`config.mk`:
```
export PLATFORM = sky130hd
export DESIGN_NAME = ptf_time_sched
export DESIGN_NICKNAME = d
export VERILOG_FILES = /design/src/ptf_pkg.sv /design/src/ptf_time_sched.sv /design/src/ptf_fire_seq.sv
export SDC_FILE = /design/constraint.sdc
export NUM_CORES = 1
export LEC_CHECK = 0
export BUFFER_PORTS_ARGS = -buffer_cell sky130_fd_sc_hd__clkbuf_2
export CORE_ASPECT_RATIO = 0.9
export CORE_MARGIN = 2
export CORE_UTILIZATION = 40
export CTS_CLUSTER_DIAMETER = 60
export DETAILED_ROUTE_END_ITERATION = 7
export MAX_ROUTING_LAYER = met4
export PLACE_DENSITY_LB_ADDON = 0.25
export RECOVER_POWER = 100
export SYNTH_ARGS = -nofsm -noshare
export SYNTH_HDL_FRONTEND = slang
export SYNTH_SLANG_ARGS = --single-unit
export TNS_END_PERCENT = 50
```
`constraint.sdc`:
```
create_clock -name mclk -period 21.3 [get_ports mclk]
set_input_delay 3.195 -clock mclk [delete_from_list [all_inputs] [get_ports mclk]]
set_output_delay 3.195 -clock mclk [all_outputs]
set_load 0.02 [all_outputs]
```
`src/ptf_pkg.sv`:
```
// constants for the network-time keeping and firing schedule block
// assumes a single 20 MHz clock and an asynchronous active-low reset
package ptf_pkg;
	localparam int CLK_HZ = 20_000_000;
	localparam int CLK_PERIOD_NS = 50;
	// microsecond tick from the 20 MHz clock
	localparam int US_NS = 1000;
	localparam int CYC_PER_US = US_NS / CLK_PERIOD_NS;
	localparam logic [31:0] US_PER_SEC = 32'h000F4240;
	// virtual utc epoch, whole seconds (arbitrary plain default)
	localparam logic [31:0] EPOCH_SEC = 32'h00000000;
	// firing schedule figures in nanoseconds, block and channel counts, and cycle counts
	localparam int BLK_LEAD_NS = 5632;
	localparam int BLK_STEP_NS = 50000;
	localparam int CH_STEP_NS = 1512;
	localparam int CH_LEAD_NS = 368;
	localparam int NUM_BLOCKS = 8;
	localparam int NUM_CHANNELS = 32;
	localparam int CH_STEP_CYC = (CH_STEP_NS + CLK_PERIOD_NS - 1) / CLK_PERIOD_NS;
	localparam int CH_LEAD_CYC = (CH_LEAD_NS + CLK_PERIOD_NS - 1) / CLK_PERIOD_NS;
	// time source tracker states
	typedef enum logic [2:0] {
		ST_FREE = 3'b001,
		ST_SYNC = 3'b010,
		ST_FROZEN = 3'b100
	} ptf_state_type;
endpackage

```
`src/ptf_time_sched.sv`:
```
// network time keeping, packet absolute time and block start schedule
// assumes protocol messages are decoded elsewhere into second and microsecond words
//
// Overview of operation
// - with network time selected, no satellite-receiver time packets are requested
// - free run starts at fixed virtual epoch, advancing on internal microsecond tick
// - tracking or locked takes date and time to the microsecond from master
// - frozen keeps counting from last synchronised time on internal tick
// - acts only as slave; selecting the source is the only setup
// - packet time fields follow master time with no local offset
// - packet absolute time is whole seconds plus microsecond part
// - single return: block start is packet time plus 5.632 minus 50*(8-n) us; here block n starts at packet time plus 50*(n-1) us
// - dual return: blocks pair, pairs spaced 50 us back from plus 5.632; here pairs start at packet time and follow every 50 us
// - channels fire in ascending order, first through thirty-second
// - channel offset is 1.512*(n-1)+0.368 us after block start; here whole clock periods give 1.55*(n-1)+0.4 us
module ptf_time_sched (
	// clock and reset
	input wire logic mclk,
	input wire logic rst_b,
	// time source selection and master status
	input wire logic src_net_sel,
	input wire logic master_sync,
	input wire logic master_load,
	input wire logic [31:0] master_sec,
	input wire logic [19:0] master_usec,
	// packet stamping request
	input wire logic pkt_stamp,
	input wire logic dual_mode,
	// time outputs
	output logic [31:0] sec_r,
	output logic [19:0] usec_r,
	output logic [1:0] state_r,
	output logic sat_pkt_en_r,
	output logic tick_1hz_r,
	// packet time and schedule
	output logic [31:0] pkt_sec_r,
	output logic [19:0] microsecond_part_r,
	output logic [63:0] packet_absolute_time_r,
	output logic [3:0] blk_start_r,
	output logic fire_r,
	output logic [5:0] fire_ch_r
);
	localparam logic [4:0] US_DIV = 5'(ptf_pkg::CYC_PER_US);
	localparam logic [19:0] USEC_MAX = 20'(ptf_pkg::US_PER_SEC - 32'h1);
	localparam logic [63:0] MEGA = 64'(ptf_pkg::US_PER_SEC);
	// schedule step in cycles; packet time is taken as the first block's start reference
	localparam int STEP_CYC = ptf_pkg::BLK_STEP_NS / ptf_pkg::CLK_PERIOD_NS;
	localparam logic [10:0] STEP = 11'(STEP_CYC);
	localparam logic [3:0] LAST_BLK = 4'(ptf_pkg::NUM_BLOCKS);

	ptf_pkg::ptf_state_type st_r, st_nxt;
	logic [4:0] div_r;
	logic us_tick;
	logic [3:0] blk_idx_r;
	logic [10:0] blk_cnt_r;
	logic sched_r;
	logic blk_go;
	logic [10:0] gap_cnt_r;
	logic [3:0] last_blk_r;

	// block number step: pairs in dual return, single blocks otherwise
	function automatic logic [3:0] blk_inc(input logic dual);
		return dual ? 4'h2 : 4'h1;
	endfunction

	assign us_tick = (div_r == US_DIV - 5'h01);

	// microsecond prescaler
	always_ff @(posedge mclk or negedge rst_b) begin
		if (!rst_b) begin
			div_r <= 5'h00;
		end else begin
			div_r <= us_tick ? 5'h00 : div_r + 5'h01;
		end
	end

	// tracker: free run, tracking/locked, frozen
	always_comb begin
		st_nxt = st_r;
		case (st_r)
			ptf_pkg::ST_FREE: if (src_net_sel && master_sync) st_nxt = ptf_pkg::ST_SYNC;
			ptf_pkg::ST_SYNC: if (!src_net_sel || !master_sync) st_nxt = ptf_pkg::ST_FROZEN;
			ptf_pkg::ST_FROZEN: if (src_net_sel && master_sync) st_nxt = ptf_pkg::ST_SYNC;
			default: st_nxt = ptf_pkg::ST_FREE;
		endcase
	end

	// tracking needs no setup beyond the source select
	always_ff @(posedge mclk or negedge rst_b) begin
		if (!rst_b) begin
			st_r <= ptf_pkg::ST_FREE;
			state_r <= 2'h0;
		end else begin
			st_r <= st_nxt;
			case (st_nxt)
				ptf_pkg::ST_SYNC: state_r <= 2'h1;
				ptf_pkg::ST_FROZEN: state_r <= 2'h2;
				default: state_r <= 2'h0;
			endcase
		end
	end

	// satellite-receiver packets only when network time is not selected
	always_ff @(posedge mclk or negedge rst_b) begin
		if (!rst_b) begin
			sat_pkt_en_r <= 1'b0;
		end else begin
			sat_pkt_en_r <= !src_net_sel;
		end
	end

	// time of day counter
	always_ff @(posedge mclk or negedge rst_b) begin
		if (!rst_b) begin
			sec_r <= ptf_pkg::EPOCH_SEC;
			usec_r <= 20'h00000;
			tick_1hz_r <= 1'b0;
		end else begin
			tick_1hz_r <= 1'b0;
			if (st_r == ptf_pkg::ST_SYNC && master_load) begin
				sec_r <= master_sec;
				usec_r <= master_usec;
			end else if (us_tick) begin
				if (usec_r == USEC_MAX) begin
					usec_r <= 20'h00000;
					sec_r <= sec_r + 32'h1;
					tick_1hz_r <= 1'b1;
				end else begin
					usec_r <= usec_r + 20'h1;
				end
			end
		end
	end

	// packet stamp copies the counter with no offset
	always_ff @(posedge mclk or negedge rst_b) begin
		if (!rst_b) begin
			pkt_sec_r <= 32'h0;
			microsecond_part_r <= 20'h0;
			packet_absolute_time_r <= 64'h0;
		end else if (pkt_stamp) begin
			pkt_sec_r <= sec_r;
			microsecond_part_r <= usec_r;
			packet_absolute_time_r <= 64'(sec_r) * MEGA + 64'(usec_r);
		end
	end

	// block start sequencer: block 1 earliest, later blocks every 50 us
	// dual mode issues four pair starts, each pair sharing one time
	always_ff @(posedge mclk or negedge rst_b) begin
		if (!rst_b) begin
			sched_r <= 1'b0;
			blk_idx_r <= 4'h0;
			blk_cnt_r <= 11'h000;
			blk_start_r <= 4'h0;
		end else begin
			blk_start_r <= 4'h0;
			if (pkt_stamp && !sched_r) begin
				sched_r <= 1'b1;
				blk_idx_r <= blk_inc(dual_mode);
				blk_cnt_r <= 11'h000;
			end else if (sched_r) begin
				if (blk_go) begin
					blk_start_r <= blk_idx_r;
					blk_cnt_r <= STEP - 11'h001;
					blk_idx_r <= blk_idx_r + blk_inc(dual_mode);
					if (blk_idx_r == 4'(ptf_pkg::NUM_BLOCKS)) begin
						sched_r <= 1'b0;
					end
				end else begin
					blk_cnt_r <= blk_cnt_r - 11'h001;
				end
			end
		end
	end

	assign blk_go = sched_r && (blk_cnt_r == 11'h000);

	// cycles since the last block start, for the spacing check
	always_ff @(posedge mclk or negedge rst_b) begin
		if (!rst_b) begin
			gap_cnt_r <= 11'h000;
			last_blk_r <= 4'h0;
		end else if (blk_start_r != 4'h0) begin
			gap_cnt_r <= 11'h001;
			last_blk_r <= blk_start_r;
		end else if (gap_cnt_r != 11'h7FF) begin
			gap_cnt_r <= gap_cnt_r + 11'h001;
		end
	end

	ptf_fire_seq #(
		.NCH(ptf_pkg::NUM_CHANNELS)
	) u_fire (
		.mclk(mclk),
		.rst_b(rst_b),
		.start(blk_go),
		.fire_r(fire_r),
		.fire_ch_r(fire_ch_r),
		.busy_r()
	);

	// time source and tracker
	sat_off_a: assert property (@(posedge mclk) disable iff (!rst_b)
		src_net_sel |=> !sat_pkt_en_r)
		else $error("satellite packets enabled under network time");
	sat_on_a: assert property (@(posedge mclk) disable iff (!rst_b)
		!src_net_sel |=> sat_pkt_en_r)
		else $error("satellite packets missing without network time");
	gain_sync_a: assert property (@(posedge mclk) disable iff (!rst_b)
		st_r != ptf_pkg::ST_SYNC && src_net_sel && master_sync |=> st_r == ptf_pkg::ST_SYNC)
		else $error("tracking state not entered");
	sync_hold_a: assert property (@(posedge mclk) disable iff (!rst_b)
		st_r == ptf_pkg::ST_SYNC && src_net_sel && master_sync |=> st_r == ptf_pkg::ST_SYNC)
		else $error("tracking state left while master good");
	lose_sync_a: assert property (@(posedge mclk) disable iff (!rst_b)
		st_r == ptf_pkg::ST_SYNC && !master_sync |=> st_r == ptf_pkg::ST_FROZEN)
		else $error("frozen state not entered");
	free_code_a: assert property (@(posedge mclk) disable iff (!rst_b)
		st_r == ptf_pkg::ST_FREE |-> state_r == 2'h0)
		else $error("free run state code wrong");
	sync_code_a: assert property (@(posedge mclk) disable iff (!rst_b)
		st_r == ptf_pkg::ST_SYNC |-> state_r == 2'h1)
		else $error("tracking state code wrong");
	frozen_code_a: assert property (@(posedge mclk) disable iff (!rst_b)
		st_r == ptf_pkg::ST_FROZEN |-> state_r == 2'h2)
		else $error("frozen state code wrong");

	// time counter
	sync_load_a: assert property (@(posedge mclk) disable iff (!rst_b)
		st_r == ptf_pkg::ST_SYNC && master_load |=> sec_r == $past(master_sec)
		&& usec_r == $past(master_usec))
		else $error("master time not taken");
	free_hold_a: assert property (@(posedge mclk) disable iff (!rst_b)
		st_r == ptf_pkg::ST_FREE && !us_tick |=> sec_r == $past(sec_r)
		&& usec_r == $past(usec_r))
		else $error("free run time moved without a tick");
	free_run_a: assert property (@(posedge mclk) disable iff (!rst_b)
		st_r == ptf_pkg::ST_FREE && us_tick && usec_r != USEC_MAX
		|=> usec_r == $past(usec_r) + 20'h1)
		else $error("free run microsecond not advanced");
	frozen_hold_a: assert property (@(posedge mclk) disable iff (!rst_b)
		st_r == ptf_pkg::ST_FROZEN && !us_tick |=> sec_r == $past(sec_r))
		else $error("frozen time jumped");
	frozen_run_a: assert property (@(posedge mclk) disable iff (!rst_b)
		st_r == ptf_pkg::ST_FROZEN && us_tick && usec_r != USEC_MAX
		|=> usec_r == $past(usec_r) + 20'h1)
		else $error("frozen microsecond not advanced");
	usec_wrap_a: assert property (@(posedge mclk) disable iff (!rst_b)
		us_tick && usec_r == USEC_MAX && !master_load |=> usec_r == 20'h0
		&& sec_r == $past(sec_r) + 32'h1 && tick_1hz_r)
		else $error("microsecond wrap wrong");
	usec_range_a: assert property (@(posedge mclk) disable iff (!rst_b)
		usec_r <= USEC_MAX || $past(master_load))
		else $error("microsecond out of range");
	tick_pulse_a: assert property (@(posedge mclk) disable iff (!rst_b)
		tick_1hz_r |=> !tick_1hz_r)
		else $error("second tick longer than one cycle");
	tick_sec_a: assert property (@(posedge mclk) disable iff (!rst_b)
		tick_1hz_r |-> usec_r == 20'h0)
		else $error("second tick off the microsecond wrap");
	us_period_a: assert property (@(posedge mclk) disable iff (!rst_b)
		us_tick |=> div_r == 5'h00)
		else $error("microsecond prescaler not restarted");

	// stamp and block schedule
	stamp_copy_a: assert property (@(posedge mclk) disable iff (!rst_b)
		pkt_stamp |=> pkt_sec_r == $past(sec_r) && microsecond_part_r == $past(usec_r))
		else $error("packet stamp offset");
	stamp_hold_a: assert property (@(posedge mclk) disable iff (!rst_b)
		!pkt_stamp |=> pkt_sec_r == $past(pkt_sec_r)
		&& microsecond_part_r == $past(microsecond_part_r))
		else $error("packet stamp changed without request");
	abs_time_a: assert property (@(posedge mclk) disable iff (!rst_b)
		pkt_stamp |=> packet_absolute_time_r
		== 64'($past(sec_r)) * MEGA + 64'($past(usec_r)))
		else $error("absolute time wrong");
	blk_first_a: assert property (@(posedge mclk) disable iff (!rst_b)
		pkt_stamp && !sched_r |-> ##2 blk_start_r == blk_inc(dual_mode))
		else $error("first block start wrong");
	blk_step_a: assert property (@(posedge mclk) disable iff (!rst_b)
		blk_start_r != 4'h0 && last_blk_r != 4'h0 && last_blk_r != LAST_BLK
		|-> gap_cnt_r == STEP && blk_start_r == last_blk_r + blk_inc(dual_mode))
		else $error("block spacing wrong");
	blk_id_a: assert property (@(posedge mclk) disable iff (!rst_b)
		blk_start_r != 4'h0 |-> blk_start_r <= LAST_BLK && (!dual_mode || !blk_start_r[0]))
		else $error("block number out of range");
	sched_idle_a: assert property (@(posedge mclk) disable iff (!rst_b)
		!sched_r |=> blk_start_r == 4'h0)
		else $error("block start without schedule");
	sync_c: cover property (@(posedge mclk) disable iff (!rst_b)
		st_r == ptf_pkg::ST_SYNC ##1 st_r == ptf_pkg::ST_FROZEN);
	wrap_c: cover property (@(posedge mclk) disable iff (!rst_b) tick_1hz_r);
	dual_c: cover property (@(posedge mclk) disable iff (!rst_b)
		dual_mode && blk_start_r == 4'h8);
	restamp_c: cover property (@(posedge mclk) disable iff (!rst_b)
		pkt_stamp && sched_r);
endmodule // ptf_time_sched

```
`src/ptf_fire_seq.sv`:
```
// per-block channel firing sequencer
// assumes start pulses are spaced wider than one full channel round
module ptf_fire_seq #(
	parameter int NCH = ptf_pkg::NUM_CHANNELS
) (
	// clock and reset
	input wire logic mclk,
	input wire logic rst_b,
	// control
	input wire logic start,
	// firing outputs
	output logic fire_r,
	output logic [5:0] fire_ch_r,
	output logic busy_r
);
	localparam logic [5:0] LAST_CH = 6'(NCH);
	localparam logic [6:0] LEAD = 7'(ptf_pkg::CH_LEAD_CYC);
	localparam logic [6:0] STEP = 7'(ptf_pkg::CH_STEP_CYC);
	// first fire shows one cycle after the counter reaches zero
	localparam int LEAD_DLY = ptf_pkg::CH_LEAD_CYC + 1;
	localparam int STEP_DLY = ptf_pkg::CH_STEP_CYC;
	logic [6:0] cnt_r;
	logic [5:0] next_ch_r;

	// channels fire in ascending order, offset 0.4 us then every 1.55 us
	always_ff @(posedge mclk or negedge rst_b) begin
		if (!rst_b) begin
			cnt_r <= 7'h00;
			next_ch_r <= 6'h00;
			busy_r <= 1'b0;
			fire_r <= 1'b0;
			fire_ch_r <= 6'h00;
		end else begin
			fire_r <= 1'b0;
			if (start && !busy_r) begin
				busy_r <= 1'b1;
				next_ch_r <= 6'h01;
				cnt_r <= LEAD - 7'h01;
			end else if (busy_r) begin
				if (cnt_r == 7'h00) begin
					fire_r <= 1'b1;
					fire_ch_r <= next_ch_r;
					next_ch_r <= next_ch_r + 6'h01;
					cnt_r <= STEP - 7'h01;
					if (next_ch_r == LAST_CH) begin
						busy_r <= 1'b0;
					end
				end else begin
					cnt_r <= cnt_r - 7'h01;
				end
			end
		end
	end

	seq_order_a: assert property (@(posedge mclk) disable iff (!rst_b)
		fire_r && fire_ch_r != LAST_CH |-> ##(STEP_DLY) fire_r
		&& fire_ch_r == $past(fire_ch_r, STEP_DLY) + 6'h01)
		else $error("channel order or spacing wrong");
	seq_lead_a: assert property (@(posedge mclk) disable iff (!rst_b)
		start && !busy_r |-> ##(LEAD_DLY) fire_r && fire_ch_r == 6'h01)
		else $error("first channel offset wrong");
	seq_range_a: assert property (@(posedge mclk) disable iff (!rst_b)
		fire_r |-> fire_ch_r >= 6'h01 && fire_ch_r <= LAST_CH)
		else $error("channel number out of range");
	seq_last_a: assert property (@(posedge mclk) disable iff (!rst_b)
		fire_r && fire_ch_r == LAST_CH |-> !busy_r)
		else $error("round not closed after last channel");
	seq_round_c: cover property (@(posedge mclk) disable iff (!rst_b)
		fire_r && fire_ch_r == LAST_CH);
endmodule // ptf_fire_seq

```
==> flow_summary.toml, run 1 <==
[run_status]
status = "finished with violations"
violations = "capacitance limit, slew limit"

[clock_tree]
clockRootBuffer = "clkbuf_16"
cts_tree = "built"
path_clk_slew_ns = 0.06
post_cts_buffers = 0
clockBufferDepth = 3
tritoncts_num_sinks = 204
cts-buffers-inserted = 27
holdBufCountCts = 0
cts.htree.levels = 1
clk_latency_ns = 0.56
post_cts_resized = 0

[global_route]
first_global_vias = 14100
grtUsageTotal_pct = 20.6
antenna_found_initial = 0
gr-total-overflow = 0
grt_max_degree = 77
grt_pass1_wl_um = 77700

[critical_path]
worst-r2r-setup-slack_ns = 13.00
worst_r2r_path_depth = 21
crit_path_start = "rst_b"
required_ns = 21.19
timing.rr.start = "sec_r[1]"
path_class = "in -> async"
end_kind = "async pin"
arrival_ns = 11.42
r2r_end = "packet_absolute_time_r[48]"
path_max_fanout = 76
start_kind = "primary input"

[synthesis]
yosysUniqueCellTypes = 91
ys_seq_area_share_pct = 27.8
yosys_warnings = 0
yosys.area.top_type_share_pct = 27.7
synth_enable_flop_cells = 0
synthArstFlopShare_pct = 100
ys_ff_latch = 204
syn_avg_cell_area_um2 = 9.58
postSynthCellCount = 1915
synth_ff_type = "dfrtp_1"
syn_area_mm2 = 0.0183
yosysTopAreaCell = "dfrtp_1"
synth_area_leaders = "dfrtp_1 (28%), fa_1 (15%), ha_1 (14%)"

[final_layout]
nNetsFinal = 2521
post-route-util_pct = 45.7
syn2layout_area_growth_pct = 13.0
drive_above_1_share_pct = 9.71
nFillCells = 4445
diodes = 0

[routing]
drt_first_iter_violations = 723
via_per_inst = 5.21
wire_per_inst_um = 17.4
finalWirelength_um = 47800
ant_nets = 0
drc = 0
drtPass1Iterations = 5
vias = 14300

[floorplanning]
die_area_mm2 = 0.0476
start_util_pct = 40.5
dieHeight_um = 207
core_area_mm2 = 0.0453
die_w_um = 230
std_cell_rows = 74
num_io_pins = 242

[timing]
slew_headroom_pct = -168
worst_pin_slew_ns = 4.02
setup_tns_ns = 0
min_period_ns = 11.53
finalCritPeriodShare_pct = 54.1
hold_ws_ns = 0.463
finalMaxSlewViolations = 453
clock-skew-final_ns = 0.0151
max_freq_mhz = 86.7
finalHoldViolations = 0
rsz0062_at_grt = "false"
setup-violations-final = 0

[place]
gp_congestion = 0.887
io_buffers = 230
dp_hpwl_um = 37800

[flow_run]
drv_cap = 7

[worst_hold_path]
hp-start = "div_r[0]"
whs_endpoint = "div_r[0]"
hold_path_class = "reg -> reg"
min_delay_path_depth = 1
## how the worst max path moves through the flow
stage,end,cells past startpoint
after global placement,packet_absolute_time_r[48],21
after floorplan,packet_absolute_time_r[41],22
after CTS,packet_absolute_time_r[48],21
after global routing,pkt_sec_r[25],3
final,pkt_sec_r[25],3
after detailed placement,packet_absolute_time_r[48],21
## per-layer routing
metal | share of wire, % | vias up | routed length (um) | global-route usage, %
met5 | 0 | - | 0 | -
met4 | 1.9 | 0 | 888 | 3.89
met3 | 3.5 | 47 | 1670 | 2.04
met2 | 44 | 301 | 21100 | 30.7
met1 | 50 | 6947 | 24100 | 30.7
li1 | - | 7028 | - | -
## worst max-delay path, stage by stage
cell and delay, ns:
clkbuf_1 2.54, clkbuf_1 2.98, clkbuf_1 2.52
## cell families (layout without fill, tap and decap cells)
family,count (synthesis),count (layout),share of synthesized area [%]
multiplexers,82,82,4.98
buffers and inverters,296,513,6.48
AND/OR/NAND/NOR,524,524,14.3
AO/OA/AOI/OAI,364,364,12.5
adder cells (fa/ha/maj),341,341,28.9
flip-flops,204,204,27.8
XOR/XNOR,103,103,5.00
other,1,11,0.0204
## Yosys cell counts (all sizes together) (18+ instances only)
cell type and number:
nor2 122, nand2 146, fa 137, nand4 32, nor4 24, buf 31, a21oi 105, dfrtp 203
clkbuf 42, ha 204, xnor2 82, inv 223, and3 23, a211oi 18, mux2 74, nand3 46
or3 25, o21ai 115, nor3 31, xor2 21
## cell type report
type	count	area [um2]	share of cell area, %
clock inverters	15	183	0.882
multi-input cells	1425	12100	58.3
inverters	223	837	4.04
flip-flops and latches	204	5110	24.7
repair buffers	240	985	4.75
clock buffers	35	776	3.75
well taps	608	761	3.67
## registers in the layout, indices dropped and copies added (netlist names), 3 cells and up
signal and flops:
u_fire.next_ch_r 6, microsecond_part_r 20, pkt_sec_r 32, blk_idx_r 4
u_fire.fire_ch_r 6, usec_r 20, packet_absolute_time_r 47, st_r 3
div_r 5, sec_r 32, blk_cnt_r 11, u_fire.cnt_r 7
blk_start_r 4
## cell usage in the layout, fill, tap and decap left out, types with 14 or more instances in the layout
master and instances:
and3_1 23, nand4_1 32, xor2_1 19, nor3_1 30, o21ai_0 107, a21oi_1 105
nand3_1 46, ha_1 204, or3_1 25, nand2_1 144, a211oi_1 16, xnor2_1 82
nor2_1 122, nor4_1 23, inv_1 223, clkbuf_1 182, clkbuf_2 55, clkbuf_16 27
nand2b_1 16, a31oi_1 14, mux2_2 74, dfrtp_1 203, fa_1 137
## stage by stage
stage          cells  instance area (um2)  setup slack [ns]
6_report        2750                20700              9.77
5_1_grt         2750                20700              7.79
2_1_floorplan   1925                18400             14.41
4_1_cts         2750                21000             13.56
3_3_place_gp    2700                20000             13.74
3_5_place_dp    2700                20000             13.57
Power of run 1 is left out: the tool's default activity adds up to more than one toggle a clock period on the data nets, which glitch-free logic cannot reach.
==> run 2: changes to the inputs <==
--- a/config.mk
+++ b/config.mk
@@ -5,6 +5,7 @@
 export SDC_FILE = /design/constraint.sdc
 export NUM_CORES = 1
 export LEC_CHECK = 0
+export ABC_AREA = 1
 export BUFFER_PORTS_ARGS = -buffer_cell sky130_fd_sc_hd__clkbuf_2
 export CORE_ASPECT_RATIO = 0.9
 export CORE_MARGIN = 2
==> constraint.sdc (replaced) <==
create_clock -name mclk -period 10.8 [get_ports mclk]
set_input_delay 1.62 -clock mclk [delete_from_list [all_inputs] [get_ports mclk]]
set_output_delay 1.62 -clock mclk [all_outputs]
set_load 0.02 [all_outputs]
==> flow_summary.toml, run 2 <==
[flow_run]
drv_cap = 5

[critical_path]
required_ns = 11.25
slowest_delay_ns = 0.79
worst-r2r-setup-slack_ns = 3.48
cpLargestDelayFamily = "adder cells"
timing.rr.start = "sec_r[0]"
start_kind = "flop"
crit_path_end = "packet_absolute_time_r[42]"
r2r_end = "packet_absolute_time_r[42]"
crit_buf_inv = 7
arrival_ns = 7.77
path_depth = 32
crit_path_start = "sec_r[0]"
path_max_fanout = 13
worst_r2r_path_depth = 32
crit_slowest_cell = "dfrtp_1"
path_class = "reg -> reg"
end_kind = "flop"

[final_layout]
largest_registers = "packet_absolute_time_r x47, pkt_sec_r x32, sec_r x32"
final_cell_mix = "nand2_1 (660), inv_1 (430), ha_1 (204), dfrtp_1 (203), clkbuf_1 (181)"
instances_no_fill = 3325
syn2layout_area_growth_pct = 12.7
post-route-util_pct = 45.4
nNetsFinal = 3080
largest_register = "packet_absolute_time_r"
layout_commonest_cell = "nand2_1"
diodes = 0
nFillCells = 4976
largest_register_ffs = 47
drive_above_1_share_pct = 6.00

[synthesis]
synth_enable_flop_cells = 0
ys_seq_area_share_pct = 26.6
yosysUniqueCellTypes = 55
yosys.area.top_type_share_pct = 26.5
postSynthCellCount = 2456
synthArstFlopShare_pct = 100
synth_ff_type = "dfrtp_1"
synth.most_common_cell = "nand2_1"
yosysTopAreaCell = "dfrtp_1"
syn_avg_cell_area_um2 = 7.80
ys_ff_latch = 204
synthTopCellsByCount = "nand2_1 (656), inv_1 (430), ha_1 (204)"
yosys_warnings = 0
syn_area_mm2 = 0.0192
synth_area_leaders = "dfrtp_1 (27%), fa_1 (14%), ha_1 (13%)"

[worst_hold_path]
min_delay_path_depth = 1
hold_path_class = "reg -> reg"

[timing]
setup_tns_ns = 0
setup-violations-final = 0
worst_pin_slew_ns = 4.75
hold_ws_ns = 0.468
max_freq_mhz = 137
clock-skew-final_ns = 0.0179
finalHoldViolations = 0
finalCritPeriodShare_pct = 67.7
rsz0062_at_grt = "false"
min_period_ns = 7.32
finalMaxSlewViolations = 311
slew_headroom_pct = -217

[clock_tree]
clockBufferDepth = 3
clk_latency_ns = 0.58
cts_tree = "built"
post_cts_resized = 0
holdBufCountCts = 0
cts-buffers-inserted = 28
clockRootBuffer = "clkbuf_16"
tritoncts_num_sinks = 204
cts.htree.levels = 1
path_clk_slew_ns = 0.06
post_cts_buffers = 0

[floorplanning]
start_util_pct = 40.3
core_area_mm2 = 0.0475
die_area_mm2 = 0.0497
std_cell_rows = 76
die_w_um = 235
num_io_pins = 242
dieHeight_um = 212

[global_route]
first_global_vias = 17000
grtUsageTotal_pct = 23.8
grt_pass1_wl_um = 92600
grt_max_degree = 113
antenna_found_initial = 0
gr-total-overflow = 0

[place]
io_buffers = 230
dp_hpwl_um = 45800
dp.cells = 3274
gp_congestion = 0.969

[routing]
drt_first_iter_violations = 1288
finalWirelength_um = 56600
vias = 16700
wire_per_inst_um = 17.0
via_per_inst = 5.04
drtPass1Iterations = 5
drc = 0
ant_nets = 0

[run_status]
status = "finished with violations"
violations = "capacitance limit, slew limit"
-- run 2: per-layer routing --
metal,GRT usage (%),share of wire (%)
met1,31.7,47
met2,39.5,47
met3,2.96,4.8
met4,4.65,1.9
met5,-,0
-- run 2: worst min path at each step --
stage | startpoint | to | slack, ns
2_1_floorplan | div_r[0] | div_r[0] | 0.43
3_3_place_gp | div_r[0] | div_r[0] | 0.45
3_5_place_dp | div_r[0] | div_r[0] | 0.46
4_1_cts | div_r[0] | div_r[0] | 0.47
5_1_grt | div_r[0] | div_r[0] | 0.47
6_report | div_r[0] | div_r[0] | 0.47
-- run 2: layout make-up --
class,count,area (um2),area share [%]
Clock buffer,37,805,3.73
Timing Repair Buffer,237,972,4.50
Multi-Input combinational cell,1765,12100,55.8
Inverter,444,1670,7.72
Tap cell,624,781,3.62
Sequential cell,204,5110,23.6
Clock inverter,14,214,0.991
-- run 2: kinds of logic after synthesis --
| logic type | Yosys count | share of synthesized area, % |
|---|---|---|
| AND/OR/NAND/NOR | 1047 | 23.3 |
| flip-flops | 204 | 26.6 |
| adder cells (fa/ha/maj) | 341 | 27.6 |
| AO/OA/AOI/OAI | 298 | 9.07 |
| XOR/XNOR | 68 | 3.11 |
| other | 1 | 0.0196 |
| buffers and inverters | 497 | 10.2 |
-- run 2: per-stage QoR --
step                      setup WS, ns  cell area (um2)
after global placement            4.02            20900
after global routing              2.74            21600
after CTS                         4.04            21900
after detailed placement          4.06            20900
after floorplan                   5.02            19200
final                             3.48            21600
Power of run 2 is left out for the same reason.
==> run 3: changes to the inputs <==
==> constraint.sdc (replaced) <==
create_clock -name mclk -period 6 [get_ports mclk]
set_input_delay 0.9 -clock mclk [delete_from_list [all_inputs] [get_ports mclk]]
set_output_delay 0.9 -clock mclk [all_outputs]
set_load 0.02 [all_outputs]
==> flow_summary.toml, run 3 (synthesis gave the netlist of run 2 again) <==
[run_status]
status = "finished with violations"
violations = "capacitance limit, slew limit"

[floorplanning]
core_area_mm2 = 0.0475
dieHeight_um = 212
die_w_um = 235
die_area_mm2 = 0.0497
start_util_pct = 40.3
std_cell_rows = 76
num_io_pins = 242

[final_layout]
fin_area_mm2 = 0.0235
final_cell_mix = "nand2_1 (607), inv_1 (407), clkbuf_2 (230), dfrtp_1 (198), ha_1 (184)"
nNetsFinal = 3197
instances_no_fill = 3441
layout_commonest_cell = "nand2_1"
diodes = 0
syn2layout_area_growth_pct = 22.5
largest_register_ffs = 47
largest_register = "packet_absolute_time_r"
drive_above_1_share_pct = 22.3
largest_registers = "packet_absolute_time_r x47, pkt_sec_r x32, sec_r x32"
nFillCells = 4697

[timing]
slew_headroom_pct = -101
max_freq_mhz = 174
setup-violations-final = 0
finalMaxSlewViolations = 122
finalHoldViolations = 0
clock-skew-final_ns = 0.0196
min_period_ns = 5.75
worst_pin_slew_ns = 3.02
finalCritPeriodShare_pct = 95.8
rsz0062_at_grt = "true"

[critical_path]
path_max_fanout = 5
crit_slowest_cell = "fa_1"
arrival_ns = 6.20
crit_path_frequent_cell = "fa_1"
required_ns = 6.45
path_class = "reg -> reg"
start_kind = "flop"
slowest_delay_ns = 0.56
cpLargestDelayFamily = "adder cells"
crit_buf_inv = 4
end_kind = "flop"

[place]
dp_hpwl_um = 45100
dpl-instance-area_mm2 = 0.0216
gp_congestion = 0.862
dp.cells = 3362
io_buffers = 230

[clock_tree]
clockRootBuffer = "clkbuf_16"
cts_tree = "built"
tritoncts_num_sinks = 204
cts.htree.levels = 1
path_clk_slew_ns = 0.06
clockBufferDepth = 3
holdBufCountCts = 0
clk_latency_ns = 0.58
cts-buffers-inserted = 28

[routing]
drc = 0
drtPass1Iterations = 6
finalWirelength_um = 56000
vias = 17000
via_per_inst = 4.94
drt_first_iter_violations = 1072
ant_nets = 0
wire_per_inst_um = 16.3

[global_route]
gr-total-overflow = 0
antenna_found_initial = 0
grt_max_degree = 122
first_global_vias = 17100
grt_pass1_wl_um = 90500
grtUsageTotal_pct = 23.3

[worst_hold_path]
hold_path_class = "in -> async"

[flow_run]
drv_cap = 1
## run 3: layout make-up
class	instances	area (um2)	area share (%)
clock inverter	13	200	0.852
timing repair buffer	354	2110	9.00
sequential	204	5110	21.8
inverter	444	1680	7.16
clock buffer	37	764	3.26
multi-input combinational	1765	12800	54.6
tap	624	781	3.32
## run 3: layer usage
metal / track usage, % / routed length, um
met1: 30.6 / 25600
met2: 38.1 / 26200
met3: 3.47 / 2730
met4: 5.94 / 1400
met5: - / 0
## run 3: per-stage QoR
stage	hold slack (ns)	util [%]	setup TNS, ns	worst slack (ns)
2_1_floorplan	0.433	-	0	0.219
5_1_grt	0.346	49.4	-0.177	-0.0505
4_1_cts	0.318	47.5	-0.00120	-0.00120
6_report	0.290	49.4	0	0.253
3_5_place_dp	0.455	45.4	-0.764	-0.153
3_3_place_gp	0.446	45.4	-0.170	-0.0692
## run 3: worst register-to-register path: stages, from the launching register on
cell     delay, ns
dfrtp_2       0.45
buf_6         0.13
fa_1          0.56
fa_1          0.44
fa_1          0.51
fa_1          0.42
ha_1          0.28
inv_1         0.04
fa_1          0.49
inv_2         0.05
ha_4          0.23
xor2_1        0.15
ha_1          0.33
nand2_1       0.07
nor2_1        0.10
inv_1         0.07
nor3_2        0.22
a21oi_4       0.10
nor2_4        0.18
nand2_4       0.07
nor2_4        0.20
nand4_4       0.16
nor2_4        0.16
nand2_1       0.06
nand3_1       0.08
nand2_1       0.07
## run 3: path summary, 6_finish.rpt
kind	from	end	slack (ns)	depth (start not counted)
worst min-delay path	rst_b	st_r[1]	0.29	1
min in group mclk	div_r[0]	div_r[0]	0.46	1
worst max register to register	sec_r[0]	packet_absolute_time_r[42]	0.25	25
worst min register to register	div_r[0]	div_r[0]	0.46	1
max in group asynchronous	rst_b	packet_absolute_time_r[44]	2.29	2
worst max-delay path	sec_r[0]	packet_absolute_time_r[42]	0.25	25
## run 3: timing repair
| item | in CTS | in global routing |
|---|---|---|
| endpoints found under the setup margin | 14 | 28 |
| buffers inserted | 2 | 27 |
| resized for setup | 9 | 195 |
| pin swaps | 0 | 90 |
Power of run 3 is left out for the same reason.
